==> src/rtl/modem_port_pkg.sv <==
package modem_port_pkg;
	// timing, in the clock's own unit and in the ns figures they come from
	localparam int CLK_PERIOD_NS = 10;
	localparam int TX_CHIP_MIN_NS = 3000;
	localparam int TX_CHIP_MAX_NS = 3100;
	localparam int TX_CHIP_MIN_CYC = (TX_CHIP_MIN_NS + CLK_PERIOD_NS - 1) / CLK_PERIOD_NS;
	localparam int TX_CHIP_MAX_CYC = TX_CHIP_MAX_NS / CLK_PERIOD_NS;
	// pin edge to state change: two sync flops plus the edge detect
	localparam int SYNC_LAT_CYC = 3;
	localparam int TX_LEAD_CYC = (TX_CHIP_MIN_CYC + TX_CHIP_MAX_CYC) / 2 - SYNC_LAT_CYC;
	localparam int TX_EXT_NS = 2000;
	localparam int TX_EXT_CYC = (TX_EXT_NS + CLK_PERIOD_NS - 1) / CLK_PERIOD_NS;
	localparam int BIT_NS = 1000;
	localparam int BIT_CYC = BIT_NS / CLK_PERIOD_NS;
	localparam int HALF_CYC = BIT_CYC / 2;

	localparam int FIFO_WIDTH = 1;
	localparam int FIFO_DEPTH = 16;

	// serial register port framing
	localparam logic [6:0] CHIP_ADDR = 7'h20;
	localparam logic [6:0] PTR_LAST = 7'h1F;
	localparam int REG_COUNT = 32;

	// register offsets
	localparam logic [6:0] REG_MODEM_CONTROL_RX_STATUS = 7'h01;
	localparam logic [6:0] REG_CHANNEL_ASSESS_CONTROL = 7'h02;
	localparam logic [6:0] REG_DIVERSITY_SIGNAL_LEVEL = 7'h03;
	localparam logic [6:0] REG_RX_SIGNAL_FIELD = 7'h04;
	localparam logic [6:0] REG_RX_LENGTH_HIGH = 7'h05;
	localparam logic [6:0] REG_RX_LENGTH_LOW = 7'h06;
	localparam logic [6:0] REG_RX_SERVICE_FIELD = 7'h07;
	localparam logic [6:0] REG_TX_GAIN_LENGTH_EXTENSION = 7'h11;
	localparam logic [6:0] REG_TX_LENGTH_HIGH = 7'h12;
	localparam logic [6:0] REG_TX_LENGTH_LOW = 7'h13;
	localparam logic [6:0] REG_LOW_GAIN_CALIBRATION = 7'h14;
	localparam logic [6:0] REG_HIGH_GAIN_CALIBRATION = 7'h15;
	localparam logic [6:0] REG_OPTIONS_FIRST = 7'h1C;
	localparam logic [6:0] REG_OPTIONS_SECOND = 7'h1D;

	// field layout and write masks
	localparam logic [7:0] MODE_WR_MASK = 8'hF0;
	localparam logic [7:0] DIVERSITY_WR_MASK = 8'h80;
	localparam logic [7:0] FULL_WR_MASK = 8'hFF;
	localparam int STAT_TX_ACTIVE_BIT = 0;
	localparam int STAT_RX_READY_BIT = 1;
	localparam int STAT_CLEAR_BIT = 2;
	localparam int ANTENNA_BIT = 7;
	localparam int LEN_EXT_BIT = 0;
	localparam logic [7:0] REG_RESET = 8'h00;

	// chip samples, offset binary around mid scale
	localparam logic [5:0] SAMPLE_MID = 6'h20;
	localparam logic [5:0] SAMPLE_POS = 6'h3E;
	localparam logic [5:0] SAMPLE_NEG = 6'h02;

	typedef enum logic [1:0] {
		TX_IDLE = 2'b00,
		TX_LEAD = 2'b01,
		TX_DATA = 2'b11,
		TX_EXT = 2'b10
	} tx_state_t;

	typedef enum logic [1:0] {
		SP_IDLE = 2'b00,
		SP_ADDR = 2'b01,
		SP_PTR = 2'b11,
		SP_DATA = 2'b10
	} spi_state_t;
endpackage

==> src/rtl/bit_fifo.sv <==
`timescale 1ns/1ps
module bit_fifo #(
	parameter int WIDTH = 1,
	parameter int DEPTH = 16
) (
	// clock and reset
	input wire logic i_clk,
	input wire logic i_rst_n,
	input wire logic i_clear,
	// fill side
	input wire logic i_in_valid,
	output logic o_in_ready,
	input wire logic [WIDTH-1:0] i_in_data,
	// drain side
	output logic o_out_valid,
	input wire logic i_out_ready,
	output logic [WIDTH-1:0] o_out_data
);
	localparam int AW = $clog2(DEPTH);

	typedef struct packed {
		logic [DEPTH-1:0][WIDTH-1:0] mem;
		logic [AW-1:0] wr;
		logic [AW-1:0] rd;
		logic [AW:0] count;
	} fifo_state_t;

	fifo_state_t s;
	fifo_state_t n;
	logic push;
	logic pop;

	always_comb begin
		push = i_in_valid && o_in_ready;
		pop = i_out_ready && o_out_valid;
		n = s;
		if (i_clear) begin
			n.wr = '0;
			n.rd = '0;
			n.count = '0;
		end else begin
			if (push) begin
				n.mem[s.wr] = i_in_data;
				n.wr = (s.wr == AW'(DEPTH - 1)) ? '0 : s.wr + 1'b1;
			end
			if (pop) begin
				n.rd = (s.rd == AW'(DEPTH - 1)) ? '0 : s.rd + 1'b1;
			end
			n.count = s.count + (AW+1)'(push) - (AW+1)'(pop);
		end
	end

	always_ff @(posedge i_clk or negedge i_rst_n) begin
		if (!i_rst_n) begin
			s <= '0;
		end else begin
			s <= n;
		end
	end

	assign o_in_ready = (s.count != (AW+1)'(DEPTH));
	assign o_out_valid = (s.count != '0);
	assign o_out_data = s.mem[s.rd];
endmodule

==> src/rtl/modem_data_port.sv <==
`timescale 1ns/1ps
module modem_data_port (
	// clock and reset
	input wire logic i_clk,
	input wire logic i_arst_n,
	input wire logic i_chip_reset,
	// controller data port
	input wire logic i_transmit_enable_in,
	input wire logic i_receive_enable_in,
	input wire logic i_transmit_serial_in,
	output logic o_transmit_ready_out,
	output logic o_receive_ready_out,
	output logic o_receive_serial_out,
	output logic o_payload_bit_clock,
	output logic o_channel_clear_out,
	output logic o_front_amp_gain_select,
	// serial register port
	input wire logic i_serial_port_select_n,
	input wire logic i_serial_port_clock,
	input wire logic i_serial_port_in,
	output logic o_serial_port_out,
	// demodulator and front end
	input wire logic i_demod_start,
	input wire logic i_demod_valid,
	input wire logic i_demod_bit,
	input wire logic i_demod_last,
	input wire logic i_energy_detect,
	input wire logic i_agc_high_gain,
	input wire logic [6:0] i_signal_level,
	input wire logic [7:0] i_rx_signal,
	input wire logic [15:0] i_rx_length,
	input wire logic [7:0] i_rx_service,
	// modulator and power
	output logic [5:0] o_analog_inphase_out,
	output logic [5:0] o_analog_quadrature_out,
	output logic o_chip_valid,
	output logic o_antenna_choice_out,
	output logic o_search_restart,
	output logic o_tx_powered,
	output logic o_rx_powered
);
	import modem_port_pkg::*;

	typedef struct packed {
		logic [2:0] txe_s;
		logic [2:0] rxe_s;
		logic [1:0] txd_s;
		logic [1:0] rst_s;
		logic [2:0] sclk_s;
		logic [2:0] cs_s;
		logic [1:0] sdi_s;
		tx_state_t tx_st;
		logic [8:0] tx_cnt;
		logic [6:0] chip_cnt;
		logic [16:0] taken;
		logic [16:0] sent;
		logic tx_ready;
		logic [5:0] i_smp;
		logic [5:0] q_smp;
		logic chip_valid;
		logic [6:0] dclk_cnt;
		logic dclk_on;
		logic dclk;
		logic rx_ready;
		logic rx_pend;
		logic rx_bit;
		logic rx_last;
		logic rx_fin;
		logic rx_out;
		logic restart;
		logic cca;
		logic gain;
		spi_state_t sp_st;
		logic [2:0] sp_cnt;
		logic [7:0] sp_sh;
		logic [6:0] ptr;
		logic autoinc;
		logic rd;
		logic sdo;
		logic [REG_COUNT-1:0][7:0] regs;
	} port_state_t;

	logic [1:0] rst_sync_q;
	logic rst_n;
	port_state_t s;
	port_state_t n;
	logic fifo_push;
	logic fifo_pop;
	logic fifo_in_ready;
	logic fifo_out_valid;
	logic fifo_out_data;
	logic tx_mode;
	logic rx_mode;
	logic sclk_fall;
	logic [16:0] tx_len;

	// reset enters asynchronously, leaves through two flops
	always_ff @(posedge i_clk or negedge i_arst_n) begin
		if (!i_arst_n) begin
			rst_sync_q <= 2'b00;
		end else begin
			rst_sync_q <= {rst_sync_q[0], 1'b1};
		end
	end
	assign rst_n = rst_sync_q[1];

	function automatic logic [7:0] reg_value(input logic [6:0] a, input port_state_t st);
		logic [7:0] v;
		v = 8'h00;
		if (a == REG_MODEM_CONTROL_RX_STATUS) begin
			v = st.regs[a[4:0]] & MODE_WR_MASK;
			v[STAT_TX_ACTIVE_BIT] = (st.tx_st != TX_IDLE);
			v[STAT_RX_READY_BIT] = st.rx_ready;
			v[STAT_CLEAR_BIT] = st.cca;
		end else if (a == REG_DIVERSITY_SIGNAL_LEVEL) begin
			v = {st.regs[a[4:0]][ANTENNA_BIT], i_signal_level};
		end else if (a == REG_RX_SIGNAL_FIELD) begin
			v = i_rx_signal;
		end else if (a == REG_RX_LENGTH_HIGH) begin
			v = i_rx_length[15:8];
		end else if (a == REG_RX_LENGTH_LOW) begin
			v = i_rx_length[7:0];
		end else if (a == REG_RX_SERVICE_FIELD) begin
			v = i_rx_service;
		end else if (a <= PTR_LAST) begin
			v = st.regs[a[4:0]];
		end
		return v;
	endfunction

	function automatic logic [7:0] wr_mask(input logic [6:0] a);
		logic [7:0] m;
		m = 8'h00;
		if (a == REG_MODEM_CONTROL_RX_STATUS) begin
			m = MODE_WR_MASK;
		end else if (a == REG_DIVERSITY_SIGNAL_LEVEL) begin
			m = DIVERSITY_WR_MASK;
		end else if (a == REG_CHANNEL_ASSESS_CONTROL || a == REG_TX_GAIN_LENGTH_EXTENSION ||
			a == REG_TX_LENGTH_HIGH || a == REG_TX_LENGTH_LOW ||
			a == REG_LOW_GAIN_CALIBRATION || a == REG_HIGH_GAIN_CALIBRATION ||
			a == REG_OPTIONS_FIRST || a == REG_OPTIONS_SECOND) begin
			m = FULL_WR_MASK;
		end
		return m;
	endfunction

	function automatic logic [6:0] ptr_next(input logic [6:0] p);
		return (p == PTR_LAST) ? 7'h00 : p + 7'h01;
	endfunction

	// transmit wins when both enables are high
	assign tx_mode = s.txe_s[1];
	assign rx_mode = s.rxe_s[1] && !s.txe_s[1];
	assign sclk_fall = s.sclk_s[2] && !s.sclk_s[1];
	assign tx_len = {s.regs[REG_TX_GAIN_LENGTH_EXTENSION[4:0]][LEN_EXT_BIT],
		s.regs[REG_TX_LENGTH_HIGH[4:0]], s.regs[REG_TX_LENGTH_LOW[4:0]]};

	always_comb begin
		logic tx_rise;
		logic tx_fall;
		logic chip_tick;
		logic chip_bit;
		logic sclk_rise;
		logic [7:0] byte_in;
		logic [6:0] np;
		tx_rise = s.txe_s[1] && !s.txe_s[2];
		tx_fall = !s.txe_s[1] && s.txe_s[2];
		sclk_rise = s.sclk_s[1] && !s.sclk_s[2];
		byte_in = {s.sp_sh[6:0], s.sdi_s[1]};
		np = s.autoinc ? ptr_next(s.ptr) : s.ptr;
		chip_tick = 1'b0;
		chip_bit = 1'b1;
		fifo_push = 1'b0;
		fifo_pop = 1'b0;
		n = s;
		n.txe_s = {s.txe_s[1:0], i_transmit_enable_in};
		n.rxe_s = {s.rxe_s[1:0], i_receive_enable_in};
		n.txd_s = {s.txd_s[0], i_transmit_serial_in};
		n.rst_s = {s.rst_s[0], i_chip_reset};
		n.sclk_s = {s.sclk_s[1:0], i_serial_port_clock};
		n.cs_s = {s.cs_s[1:0], i_serial_port_select_n};
		n.sdi_s = {s.sdi_s[0], i_serial_port_in};
		n.chip_valid = 1'b0;
		n.restart = 1'b0;

		// transmit sequencer
		if (s.chip_cnt == 7'(BIT_CYC - 1)) begin
			n.chip_cnt = 7'h00;
			chip_tick = (s.tx_st == TX_DATA) || (s.tx_st == TX_EXT);
		end else begin
			n.chip_cnt = s.chip_cnt + 7'h01;
		end
		if (chip_tick && s.tx_st == TX_DATA && fifo_out_valid && s.sent < tx_len) begin
			fifo_pop = 1'b1;
			chip_bit = fifo_out_data;
			n.sent = s.sent + 17'h00001;
		end
		case (s.tx_st)
			TX_IDLE: begin
				if (tx_rise) begin
					n.tx_st = TX_LEAD;
					n.tx_cnt = 9'h000;
					n.sent = 17'h00000;
					n.taken = 17'h00000;
				end
			end
			TX_LEAD: begin
				n.tx_cnt = s.tx_cnt + 9'h001;
				if (tx_fall) begin
					n.tx_st = TX_IDLE;
				end else if (s.tx_cnt == 9'(TX_LEAD_CYC - 1)) begin
					n.tx_st = TX_DATA;
					chip_tick = 1'b1;
					n.chip_cnt = 7'h00;
					n.tx_ready = (tx_len != 17'h00000);
					n.dclk_cnt = 7'h00;
					n.dclk_on = (tx_len != 17'h00000);
				end
			end
			TX_DATA: begin
				if (tx_fall || (tx_len != 17'h00000 && s.sent == tx_len)) begin
					n.tx_st = TX_EXT;
					n.tx_cnt = 9'h000;
					n.tx_ready = 1'b0;
					n.dclk_on = 1'b0;
				end
			end
			TX_EXT: begin
				n.tx_cnt = s.tx_cnt + 9'h001;
				if (s.tx_cnt == 9'(TX_EXT_CYC - 1)) begin
					n.tx_st = TX_IDLE;
				end
			end
			default: n.tx_st = TX_IDLE;
		endcase
		if (chip_tick) begin
			n.chip_valid = 1'b1;
			n.i_smp = chip_bit ? SAMPLE_POS : SAMPLE_NEG;
			n.q_smp = chip_bit ? SAMPLE_NEG : SAMPLE_POS;
		end else if (s.tx_st == TX_IDLE) begin
			n.i_smp = SAMPLE_MID;
			n.q_smp = SAMPLE_MID;
		end

		// shared bit clock: a period runs only when it carries a bit
		if (s.tx_st == TX_DATA || rx_mode) begin
			n.dclk_cnt = (s.dclk_cnt == 7'(BIT_CYC - 1)) ? 7'h00 : s.dclk_cnt + 7'h01;
		end else if (s.tx_st != TX_LEAD || s.tx_cnt != 9'(TX_LEAD_CYC - 1)) begin
			n.dclk_cnt = 7'h00;
			n.dclk_on = 1'b0;
		end
		if (s.tx_st == TX_DATA && s.dclk_on && s.dclk_cnt == 7'(HALF_CYC)) begin
			fifo_push = 1'b1;
			n.taken = s.taken + 17'h00001;
		end
		if (s.dclk_cnt == 7'(BIT_CYC - 1)) begin
			if (s.tx_st == TX_DATA) begin
				// stall the clock while the buffer is full
				n.dclk_on = s.tx_ready && s.taken < tx_len && fifo_in_ready;
				n.tx_ready = s.tx_ready && s.taken < tx_len;
			end else if (s.rx_fin) begin
				n.rx_ready = 1'b0;
				n.restart = 1'b1;
				n.rx_fin = 1'b0;
				n.dclk_on = 1'b0;
			end else begin
				n.dclk_on = s.rx_pend;
				if (s.rx_pend) begin
					n.rx_out = s.rx_bit;
					n.rx_pend = 1'b0;
					n.rx_fin = s.rx_last;
				end
			end
		end
		n.dclk = n.dclk_on && (n.dclk_cnt >= 7'(HALF_CYC));

		// receive path
		if (rx_mode) begin
			if (i_demod_start && !s.rx_ready) begin
				n.rx_ready = 1'b1;
			end
			if (i_demod_valid && s.rx_ready && !s.rx_fin) begin
				n.rx_pend = 1'b1;
				n.rx_bit = i_demod_bit;
				n.rx_last = i_demod_last;
			end
		end else begin
			n.rx_ready = 1'b0;
			n.rx_pend = 1'b0;
			n.rx_fin = 1'b0;
		end
		n.cca = rx_mode && !i_energy_detect;
		n.gain = rx_mode && i_agc_high_gain;

		// serial register port
		if (s.cs_s[1]) begin
			n.sp_st = SP_IDLE;
			n.sp_cnt = 3'h0;
		end else if (s.cs_s[2]) begin
			n.sp_st = SP_ADDR;
			n.sp_cnt = 3'h0;
		end else if (sclk_rise) begin
			n.sp_cnt = s.sp_cnt + 3'h1;
			if (!(s.sp_st == SP_DATA && s.rd)) begin
				n.sp_sh = byte_in;
			end
			case (s.sp_st)
				SP_ADDR: begin
					if (s.sp_cnt == 3'h7) begin
						if (s.sp_sh[6:0] != CHIP_ADDR) begin
							n.sp_st = SP_IDLE;
						end else if (s.sdi_s[1]) begin
							n.rd = 1'b1;
							n.sp_st = SP_DATA;
							n.sp_sh = reg_value(s.ptr, s);
						end else begin
							n.rd = 1'b0;
							n.sp_st = SP_PTR;
						end
					end
				end
				SP_PTR: begin
					if (s.sp_cnt == 3'h7) begin
						n.autoinc = byte_in[7];
						n.ptr = byte_in[6:0];
						n.sp_st = SP_DATA;
					end
				end
				SP_DATA: begin
					if (s.sp_cnt == 3'h7) begin
						n.ptr = np;
						if (s.rd) begin
							n.sp_sh = reg_value(np, s);
						end else if (s.ptr <= PTR_LAST) begin
							n.regs[s.ptr[4:0]] = (s.regs[s.ptr[4:0]] & ~wr_mask(s.ptr)) |
								(byte_in & wr_mask(s.ptr));
						end
					end
				end
				default: n.sp_st = SP_IDLE;
			endcase
		end else if (sclk_fall && s.sp_st == SP_DATA && s.rd) begin
			n.sdo = s.sp_sh[7];
			n.sp_sh = {s.sp_sh[6:0], 1'b0};
		end

		// the reset pin holds everything except the input sync chains of all seven pins
		if (s.rst_s[1]) begin
			n = '0;
			n.txe_s = {s.txe_s[1:0], i_transmit_enable_in};
			n.rxe_s = {s.rxe_s[1:0], i_receive_enable_in};
			n.txd_s = {s.txd_s[0], i_transmit_serial_in};
			n.rst_s = {s.rst_s[0], i_chip_reset};
			n.sclk_s = {s.sclk_s[1:0], i_serial_port_clock};
			n.cs_s = {s.cs_s[1:0], i_serial_port_select_n};
			n.sdi_s = {s.sdi_s[0], i_serial_port_in};
			n.i_smp = SAMPLE_MID;
			n.q_smp = SAMPLE_MID;
			fifo_push = 1'b0;
			fifo_pop = 1'b0;
		end
	end

	always_ff @(posedge i_clk or negedge rst_n) begin
		if (!rst_n) begin
			s <= '0;
		end else begin
			s <= n;
		end
	end

	bit_fifo #(
		.WIDTH(FIFO_WIDTH),
		.DEPTH(FIFO_DEPTH)
	) u_tx_fifo (
		.i_clk(i_clk),
		.i_rst_n(rst_n),
		.i_clear(s.tx_st == TX_IDLE),
		.i_in_valid(fifo_push),
		.o_in_ready(fifo_in_ready),
		.i_in_data(s.txd_s[1]),
		.o_out_valid(fifo_out_valid),
		.i_out_ready(fifo_pop),
		.o_out_data(fifo_out_data)
	);

	assign o_transmit_ready_out = s.tx_ready;
	assign o_receive_ready_out = s.rx_ready;
	assign o_receive_serial_out = s.rx_out;
	assign o_payload_bit_clock = s.dclk;
	assign o_channel_clear_out = s.cca;
	assign o_front_amp_gain_select = s.gain;
	assign o_serial_port_out = s.sdo;
	assign o_analog_inphase_out = s.i_smp;
	assign o_analog_quadrature_out = s.q_smp;
	assign o_chip_valid = s.chip_valid;
	assign o_antenna_choice_out = s.regs[REG_DIVERSITY_SIGNAL_LEVEL[4:0]][ANTENNA_BIT];
	assign o_search_restart = s.restart;
	assign o_tx_powered = tx_mode;
	assign o_rx_powered = rx_mode;

	localparam int CHK_CHIP_LO = 297;
	localparam int CHK_CHIP_HI = 307;
	localparam int CHK_EXT_LO = 195;
	localparam int CHK_EXT_HI = 205;
endmodule

==> config.mk <==
export PLATFORM = sky130hd
export DESIGN_NAME = modem_data_port
export DESIGN_NICKNAME = d
export VERILOG_FILES = /design/src/rtl/modem_port_pkg.sv /design/src/rtl/bit_fifo.sv /design/src/rtl/modem_data_port.sv
export SDC_FILE = /design/constraint.sdc
export NUM_CORES = 1
export LEC_CHECK = 0
export BUFFER_PORTS_ARGS = -buffer_cell sky130_fd_sc_hd__buf_2
export CAP_MARGIN = 5
export CELL_PAD_IN_SITES_DETAIL_PLACEMENT = 1
export CELL_PAD_IN_SITES_GLOBAL_PLACEMENT = 2
export CORE_MARGIN = 8
export CORE_UTILIZATION = 35
export DETAILED_ROUTE_END_ITERATION = 16
export PLACE_DENSITY = 0.78
export SETUP_SLACK_MARGIN = 0.15
export SLEW_MARGIN = 40
export SYNTH_ARGS = -nofsm -noshare
export SYNTH_HDL_FRONTEND = slang
export SYNTH_SLANG_ARGS = --single-unit
==> constraint.sdc <==
create_clock -name i_clk -period 11.9 [get_ports i_clk]
set_input_delay 1.19 -clock i_clk [delete_from_list [all_inputs] [get_ports i_clk]]
set_output_delay 1.19 -clock i_clk [all_outputs]
set_load 0.03 [all_outputs]
==> results.sh, run 1 <==
export IMPL_cts_clk_slew_worst_paths_ps=60
export IMPL_wire_length_of_the_first_global_routing_pass_mm=155
export IMPL_grt_max_degree=105
export IMPL_fmax_ghz=0.187
export IMPL_fin_util_pct=39.6
export IMPL_die_width_um=278
export IMPL_area_enclosed_by_the_die_boundary_sq_um=77500
export IMPL_dpl_cell_count=3495
export IMPL_chip_height_um=278
export IMPL_r2r_end="s[266]$_DFFE_PN0P_"
export IMPL_core_sq_um=68300
export IMPL_cts_setup_buffers=0
export IMPL_setup_tns_final_ps=0
export IMPL_antenna_found_initial=4
export IMPL_cts_h_tree_lvls=2
export IMPL_crit_path_cell_trace="buf_4 > inv_2 > ha_1 > or3b_1 > a22oi_1 > nand2b_1 > o22a_1 > o21ai_1 > a311oi_1 > a2111oi_0 > a21oi_1 > or4_1"
export IMPL_route_antenna_remaining_nets=0
export IMPL_detail_route_iter0_violations=1910
export IMPL_warnings_from_yosys=0
export IMPL_power_ir_vdd_worst_uv=93.5
export IMPL_critical_path_peak_fanout=57
export IMPL_dp_final_hpwl_mm=74.0
export IMPL_worst_skew_pair_late_latency_ps=630
export IMPL_final_fill_count=7840
export IMPL_crit_end="s[266]$_DFFE_PN0P_"
export IMPL_synth_top_cells_by_count="nand2_1 (550), dfrtp_1 (404), o21ai_0 (314), clkbuf_1 (148), a21oi_1 (125)"
export IMPL_max_cap_viol_count=0
export IMPL_layout_cells_non_filler=3579
export IMPL_pwr_share_seq_pct=43.2
export IMPL_run_status="finished, final reports clean"
export IMPL_synth_edff_count=0
export IMPL_synthesis_area_per_instance_sq_um=8.95
export IMPL_leakagePower_nw=10.9
export IMPL_power_density_nw_per_um2=122
export IMPL_hold_violations=0
export IMPL_i_o_pin_total=78
export IMPL_async_flop_share_pct=100
export IMPL_grt_util_all_layers_pct=25.9
export IMPL_period_minus_slack_ps=5340
export IMPL_unrepaired_setup_endpoints_after_global_routing="false"
export IMPL_cts_buf_count=48
export IMPL_cpPeakStageDelay_ps=730
export IMPL_synth_seq_area_share_pct=41.9
export IMPL_critical_path_class="register to register"
export IMPL_r2r_start="s[260]$_DFFE_PN0P_"
export IMPL_cts_tree="done"
export IMPL_fin_worst_skew_ps=50.1
export IMPL_post_route_drc_count=0
export IMPL_postCtsResizedCells=0
export IMPL_preCtsSetupSlack_ps=6670
export IMPL_final_design_area_no_fill_sq_um=27000
export IMPL_worstMarginPinSlew_ps=924
export IMPL_cts_root_to_sink_buffers=3
export IMPL_post_synth_num_cell_types=89
export IMPL_postSynth_topFlopCell="dfrtp_1"
export IMPL_whs_ps=166
export IMPL_buffers_on_ports=75
export IMPL_drive_gt1_share_pct=13.4
export IMPL_number_of_vias_per_cell=6.32
export IMPL_drt_pass1_iterations=5
export IMPL_placed_cell_area_sq_um=25300
export IMPL_worst_r2r_path_depth=12
export IMPL_weighted_congestion_at_the_end_of_routability_driven_global_placement=0.954
export IMPL_worst_ep_arrival_time_ps=5840
export IMPL_comb_power_share_pct=10.2
export IMPL_synth_cell_area_sq_um=24100
export IMPL_clock_root_buffer="clkbuf_16"
export IMPL_fp_row_count=96
export IMPL_post_synth_main_area_contributors="dfrtp_1 (42%), nand2_1 (8.6%), mux4_2 (7.2%), o21ai_0 (6.5%), ha_1 (3.2%)"
export IMPL_area_growth_synth_to_finish_pct=12.1
export IMPL_timing_final_setup_violations=0
export IMPL_globalRouteOverflowTotal=0
export IMPL_crit_required_ps=12400
export IMPL_pwr_share_clk_pct=46.5
export IMPL_routed_vias=22602
export IMPL_postLayoutSetupSlackWorst_ps=6560
export IMPL_rrSetupSlack_ps=6560
export IMPL_layout_worst_path_cycle_share_pct=44.9
export IMPL_switching_share_pct=27.7
export IMPL_crit_slowest_cell="buf_4"
export IMPL_cell_count_after_synthesis=2693
export IMPL_timing_max_slew_rel_slack_pct=38.4
export IMPL_synthMostInstantiatedCell="nand2_1"
export IMPL_final_net_count=2781
export IMPL_switchingPower_mw=0.913
export IMPL_synth_largest_area_cell="dfrtp_1"
export IMPL_avgRoutedWirePerCell_um=28.7
export IMPL_yosys_area_top_type_share_pct=41.9
export IMPL_timing_critical_path_from="s[260]$_DFFE_PN0P_"
export IMPL_hp_class="register to async pin"
export IMPL_timing_critical_path_to_type="register"
export IMPL_grt_pass1_vias=23223
export IMPL_cts_hold_repair_buffers=0
export IMPL_finalPower_mw=3.29
export IMPL_clkSinkCount=404
export IMPL_timing_critical_path_from_type="register"
export IMPL_final_number_of_max_transition_violations=0
export IMPL_start_util_pct=35.3
export IMPL_postSynthRegisterBits=404
export IMPL_p_int_mw=2.38
export IMPL_routed_wirelength_mm=103
==> kinds of logic after synthesis <==
logic type      after synthesis  share of synthesized area [%]
simple gates               1006                           19.1
compound gates              781                           19.8
flops                       404                           41.9
buf+inv                     261                           4.45
mux                         155                           10.6
fa+ha+maj                    62                           3.25
xor+xnor                     22                          0.799
other cells                   2                         0.0312
==> power groups by stage <==
stage	Sequential (mW)	Clock [mW]	Combinational (mW)
6_report	1.42	1.53	0.336
5_1_grt	1.43	1.62	0.365
3_3_place_gp	1.45	0	0.321
4_1_cts	1.43	1.57	0.330
2_1_floorplan	1.45	0	0.200
3_5_place_dp	1.45	0	0.328
==> layout by cell type (no fill, tap or decap), types with 29 or more instances in the layout <==
cell / synthesis / routed
ha_1: 61 / 61
buf_2: 24 / 75
o221ai_1: 29 / 29
and3_1: 44 / 41
a31oi_1: 36 / 36
clkbuf_16: 0 / 48
o21ai_1: 53 / 52
mux4_2: 77 / 77
a21oi_1: 125 / 121
nand4_1: 30 / 30
inv_1: 49 / 49
nor2_1: 112 / 109
dfrtp_1: 404 / 400
o21ai_0: 314 / 313
mux2i_1: 45 / 39
o22ai_1: 33 / 33
buf_4: 15 / 45
or3_1: 36 / 36
nand2_1: 550 / 550
nand3_1: 68 / 68
mux2_2: 33 / 32
nor3_1: 33 / 32
==> routing by layer <==
metal  up-vias  share of wire (%)  GRT usage (%)
met5         -              0.011              0
met4         2                5.5           12.1
met3       281                6.9           4.23
met2       968                 46           41.8
met1     11600                 41           34.0
li1       9751                  -              -
==> cell type report <==
cell class / instances / area, sq um / area share, %
multi-input cells: 2029 / 13100 / 48.5
flip-flops and latches: 404 / 10100 / 37.4
clock buffers: 57 / 1290 / 4.79
well taps: 882 / 1100 / 4.08
repair buffers: 128 / 837 / 3.10
clock inverters: 24 / 345 / 1.28
inverters: 54 / 203 / 0.750
diodes: 1 / 2.50 / 0.00926
==> registers in the layout, indices dropped and copies added, names as in the netlist, 2 cells and up <==
name	flops
o_analog_quadrature_out	2
rst_sync_q	2
o_analog_inphase_out	3
u_tx_fifo.s	29
s	357
==> how the worst min path moves through the flow <==
| stage | to | slack (ps) | cells past startpoint |
|---|---|---|---|
| after floorplan | rst_sync_q[1]$_DFF_PN0_ | 330 | 0 |
| after global placement | s[372]$_DFF_PN0_ | 330 | 0 |
| after detailed placement | s[372]$_DFF_PN0_ | 340 | 0 |
| after CTS | rst_sync_q[1]$_DFF_PN0_ | 330 | 1 |
| after global routing | s[341]$_DFFE_PN0P_ | 180 | 0 |
| final | s[343]$_DFFE_PN0P_ | 170 | 0 |
==> critical path, delay by kind of cell (launching register included) <==
family          cells  cell delay [ps]
buf+inv             2              860
simple gates        3             1500
fa+ha+maj           1              460
flops               1              710
compound gates      6             1630
(Power assumes the default switching activity.)
==> run 2: changes to the inputs <==
ABC_AREA = 1   (was unset)
CORE_UTILIZATION = 33   (was 35)
PLACE_DENSITY = 0.79   (was 0.78)
clock period = 4.5 ns   (was 11.9 ns; I/O delays follow)
==> run 2 against run 1 <==
  * Combinational power rose to 11 times the previous value
  * Power increased to 3.6 times the previous value
  * Cell count grew 24%
  * Setup slack got worse by 6100 ps
  * Worst hold slack worse by 100 ps
  * Largest cell class unchanged
  * Synthesized cell count up 25%
  * Area after synthesis is 1.5% higher
  * Sequential power grew to 2.7 times the previous value
  * Die area grew 7.2%
  * Sequential share of layout area is 1.2 points lower
  * Largest power group unchanged
  * Critical endpoint is now u_tx_fifo.s[4]$_DFF_PN0_
  * Maximum frequency is 33% higher
==> results.sh, run 2 <==
export IMPL_run_status="finished, final reports clean"
export IMPL_area_enclosed_by_the_die_boundary_sq_um=83100
export IMPL_period_minus_slack_ps=4020
export IMPL_hp_class="input pin to register"
export IMPL_post_route_drc_count=0
export IMPL_core_sq_um=73900
export IMPL_number_of_vias_per_cell=5.54
export IMPL_warnings_from_yosys=0
export IMPL_dp_final_hpwl_mm=74.7
export IMPL_start_util_pct=33.1
export IMPL_most_frequent_standard_cell_in_the_layout_excluding_fill_and_tap_cells="nand2_1"
export IMPL_antenna_found_initial=0
export IMPL_timing_max_slew_rel_slack_pct=36.5
export IMPL_cts_buf_count=50
export IMPL_grt_util_all_layers_pct=25.0
export IMPL_postSynthRegisterBits=404
export IMPL_worst_r2r_path_depth=17
export IMPL_synthMostInstantiatedCell="nand2_1"
export IMPL_cts_root_to_sink_buffers=3
export IMPL_grt_max_degree=110
export IMPL_synth_cell_area_sq_um=24500
export IMPL_timing_final_setup_violations=0
export IMPL_worst_ep_arrival_time_ps=4550
export IMPL_power_ir_vdd_worst_uv=282
export IMPL_grt_pass1_vias=25702
export IMPL_hold_depth=3
export IMPL_async_flop_share_pct=100
export IMPL_clkSinkCount=404
export IMPL_final_number_of_max_transition_violations=0
export IMPL_hold_violations=0
export IMPL_weighted_congestion_at_the_end_of_routability_driven_global_placement=0.932
export IMPL_rrSetupSlack_ps=480
export IMPL_crit_required_ps=5030
export IMPL_avgRoutedWirePerCell_um=23.6
export IMPL_worstMarginPinSlew_ps=953
export IMPL_critical_path_class="register to register"
export IMPL_fin_worst_skew_ps=29.9
export IMPL_final_cell_mix="nand2_1 (620), inv_1 (441), dfrtp_1 (400)"
export IMPL_max_cap_viol_count=0
export IMPL_cts_clk_slew_worst_paths_ps=60
export IMPL_wire_length_of_the_first_global_routing_pass_mm=161
export IMPL_leakagePower_nw=12.8
export IMPL_timing_critical_path_to_type="register"
export IMPL_yosys_area_top_type_share_pct=41.3
export IMPL_routed_wirelength_mm=105
export IMPL_cts_h_tree_lvls=2
export IMPL_i_o_pin_total=78
export IMPL_worst_skew_pair_late_latency_ps=610
export IMPL_fmax_ghz=0.249
export IMPL_synth_edff_count=0
export IMPL_route_antenna_remaining_nets=0
export IMPL_cts_tree="done"
export IMPL_detail_route_iter0_violations=1824
export IMPL_clock_root_buffer="clkbuf_16"
export IMPL_largest_register_ff_count=357
export IMPL_synth_largest_area_cell="dfrtp_1"
export IMPL_fp_row_count=100
export IMPL_synth_seq_area_share_pct=41.3
export IMPL_cts_setup_buffers=0
export IMPL_timing_critical_path_from_type="register"
export IMPL_final_net_count=3545
export IMPL_post_synth_num_cell_types=65
export IMPL_layout_worst_path_cycle_share_pct=89.4
export IMPL_synth_top_cells_by_count="nand2_1 (620), inv_1 (442), dfrtp_1 (404), nor2_1 (348), o21ai_0 (342)"
export IMPL_setup_tns_final_ps=0
export IMPL_whs_ps=65.3
export IMPL_drt_pass1_iterations=6
export IMPL_synthesis_area_per_instance_sq_um=7.26
export IMPL_critical_path_peak_fanout=6
export IMPL_cell_count_after_synthesis=3370
export IMPL_drive_gt1_share_pct=9.11
export IMPL_chip_height_um=288
export IMPL_power_density_nw_per_um2=419
export IMPL_num_antenna_cells=0
export IMPL_max_flop_register="s"
export IMPL_area_growth_synth_to_finish_pct=14.0
export IMPL_unrepaired_setup_endpoints_after_global_routing="false"
export IMPL_die_width_um=288
export IMPL_routed_vias=24560
export IMPL_postSynth_topFlopCell="dfrtp_1"
export IMPL_post_synth_main_area_contributors="dfrtp_1 (41%), nand2_1 (9.5%), o21ai_0 (7.0%), inv_1 (6.8%), a21oi_1 (6.4%)"
export IMPL_globalRouteOverflowTotal=0
export IMPL_buffers_on_ports=75
[run 2: cell types whose count changed in the layout (fill, tap and decap cells not counted), moves of 38 or more]
cell / before / now
and3_1: 41 / 2
o22ai_1: 33 / 238
mux4_2: 77 / 0
o21ai_1: 52 / 9
mux2i_1: 39 / 1
inv_1: 49 / 441
nor2_1: 109 / 347
nand2_1: 550 / 620
nand3_1: 68 / 171
a21oi_1: 121 / 308
[run 2: cell families (layout without fill, tap and decap cells)]
family                   after synthesis  count (layout)  synth area share (%)
XOR/XNOR                              19              19                 0.680
adder cells (fa/ha/maj)               62              62                  3.20
buffers and inverters                625             722                  10.3
AND/OR/NAND/NOR                     1271            1271                  21.9
other                                  2               3                0.0307
flip-flops                           404             404                  41.3
multiplexers                           5               5                 0.225
AO/OA/AOI/OAI                        982             982                  22.3
[run 2: final timing paths]
check / start / end
max: s[136]$_DFFE_PN0P_ / u_tx_fifo.s[4]$_DFF_PN0_
min: i_agc_high_gain / o_front_amp_gain_select$_DFF_PN0_
max reg2reg: s[136]$_DFFE_PN0P_ / u_tx_fifo.s[4]$_DFF_PN0_
min reg2reg: rst_sync_q[0]$_DFF_PN0_ / rst_sync_q[1]$_DFF_PN0_
max in group asynchronous: rst_sync_q[1]$_DFF_PN0_ / s[372]$_DFF_PN0_
min in group asynchronous: i_arst_n / rst_sync_q[0]$_DFF_PN0_
[run 2: cell type report]
type	instances	area, sq um
clock buffers	67	1400
multi-input cells	2342	12000
inverters	466	1750
well taps	969	1210
fillers	9196	46000
flip-flops and latches	404	10100
repair buffers	165	1210
clock inverters	24	262
[run 2: what timing repair did]
item                                    4_1_cts  5_1_grt
endpoints found under the setup margin        0        0
endpoints found under the hold margin        10        0
hold buffers                                  9        0
resized for setup                             0        0
[run 2: critical path, stage by stage, from the launching register on]
cell and delay (ps):
dfrtp_1 480, inv_1 220, ha_1 380, nand2_1 100, nor3b_1 240, nand2_1 100, a2111oi_2 410, nand2_1 190
nor2_1 340, ha_1 300, inv_1 50, ha_1 150, inv_1 60, fa_1 420, nor3_1 200, nor3_1 80
xor2_1 140, nor2_1 90
[run 2: where the power goes]
group	internal, mW	switching (mW)	total, mW
sequential	3.71	0.117	3.83
combinational	1.01	2.70	3.71
clock	2.41	1.74	4.15
total	7.13	4.56	11.7
[run 2: layer usage]
layer | GRT usage (%) | part of all wire [%] | vias up
met4 | 10.0 | 4.3 | 0
met5 | 0 | 0 | -
met3 | 2.78 | 4.5 | 224
met2 | 41.5 | 47 | 698
met1 | 33.1 | 44 | 12206
li1 | - | - | 11432
[run 2: metrics by stage]
stage	std cells	setup WS (ps)	util (%)	power, mW	instance area [sq um]
6_report	4437	477	37.7	11.7	27900
4_1_cts	4437	477	37.7	11.7	27900
3_3_place_gp	4336	531	35.3	7.47	26100
5_1_grt	4437	249	37.7	12.2	27900
2_1_floorplan	3371	532	-	5.90	24500
3_5_place_dp	4337	502	35.4	7.52	26200
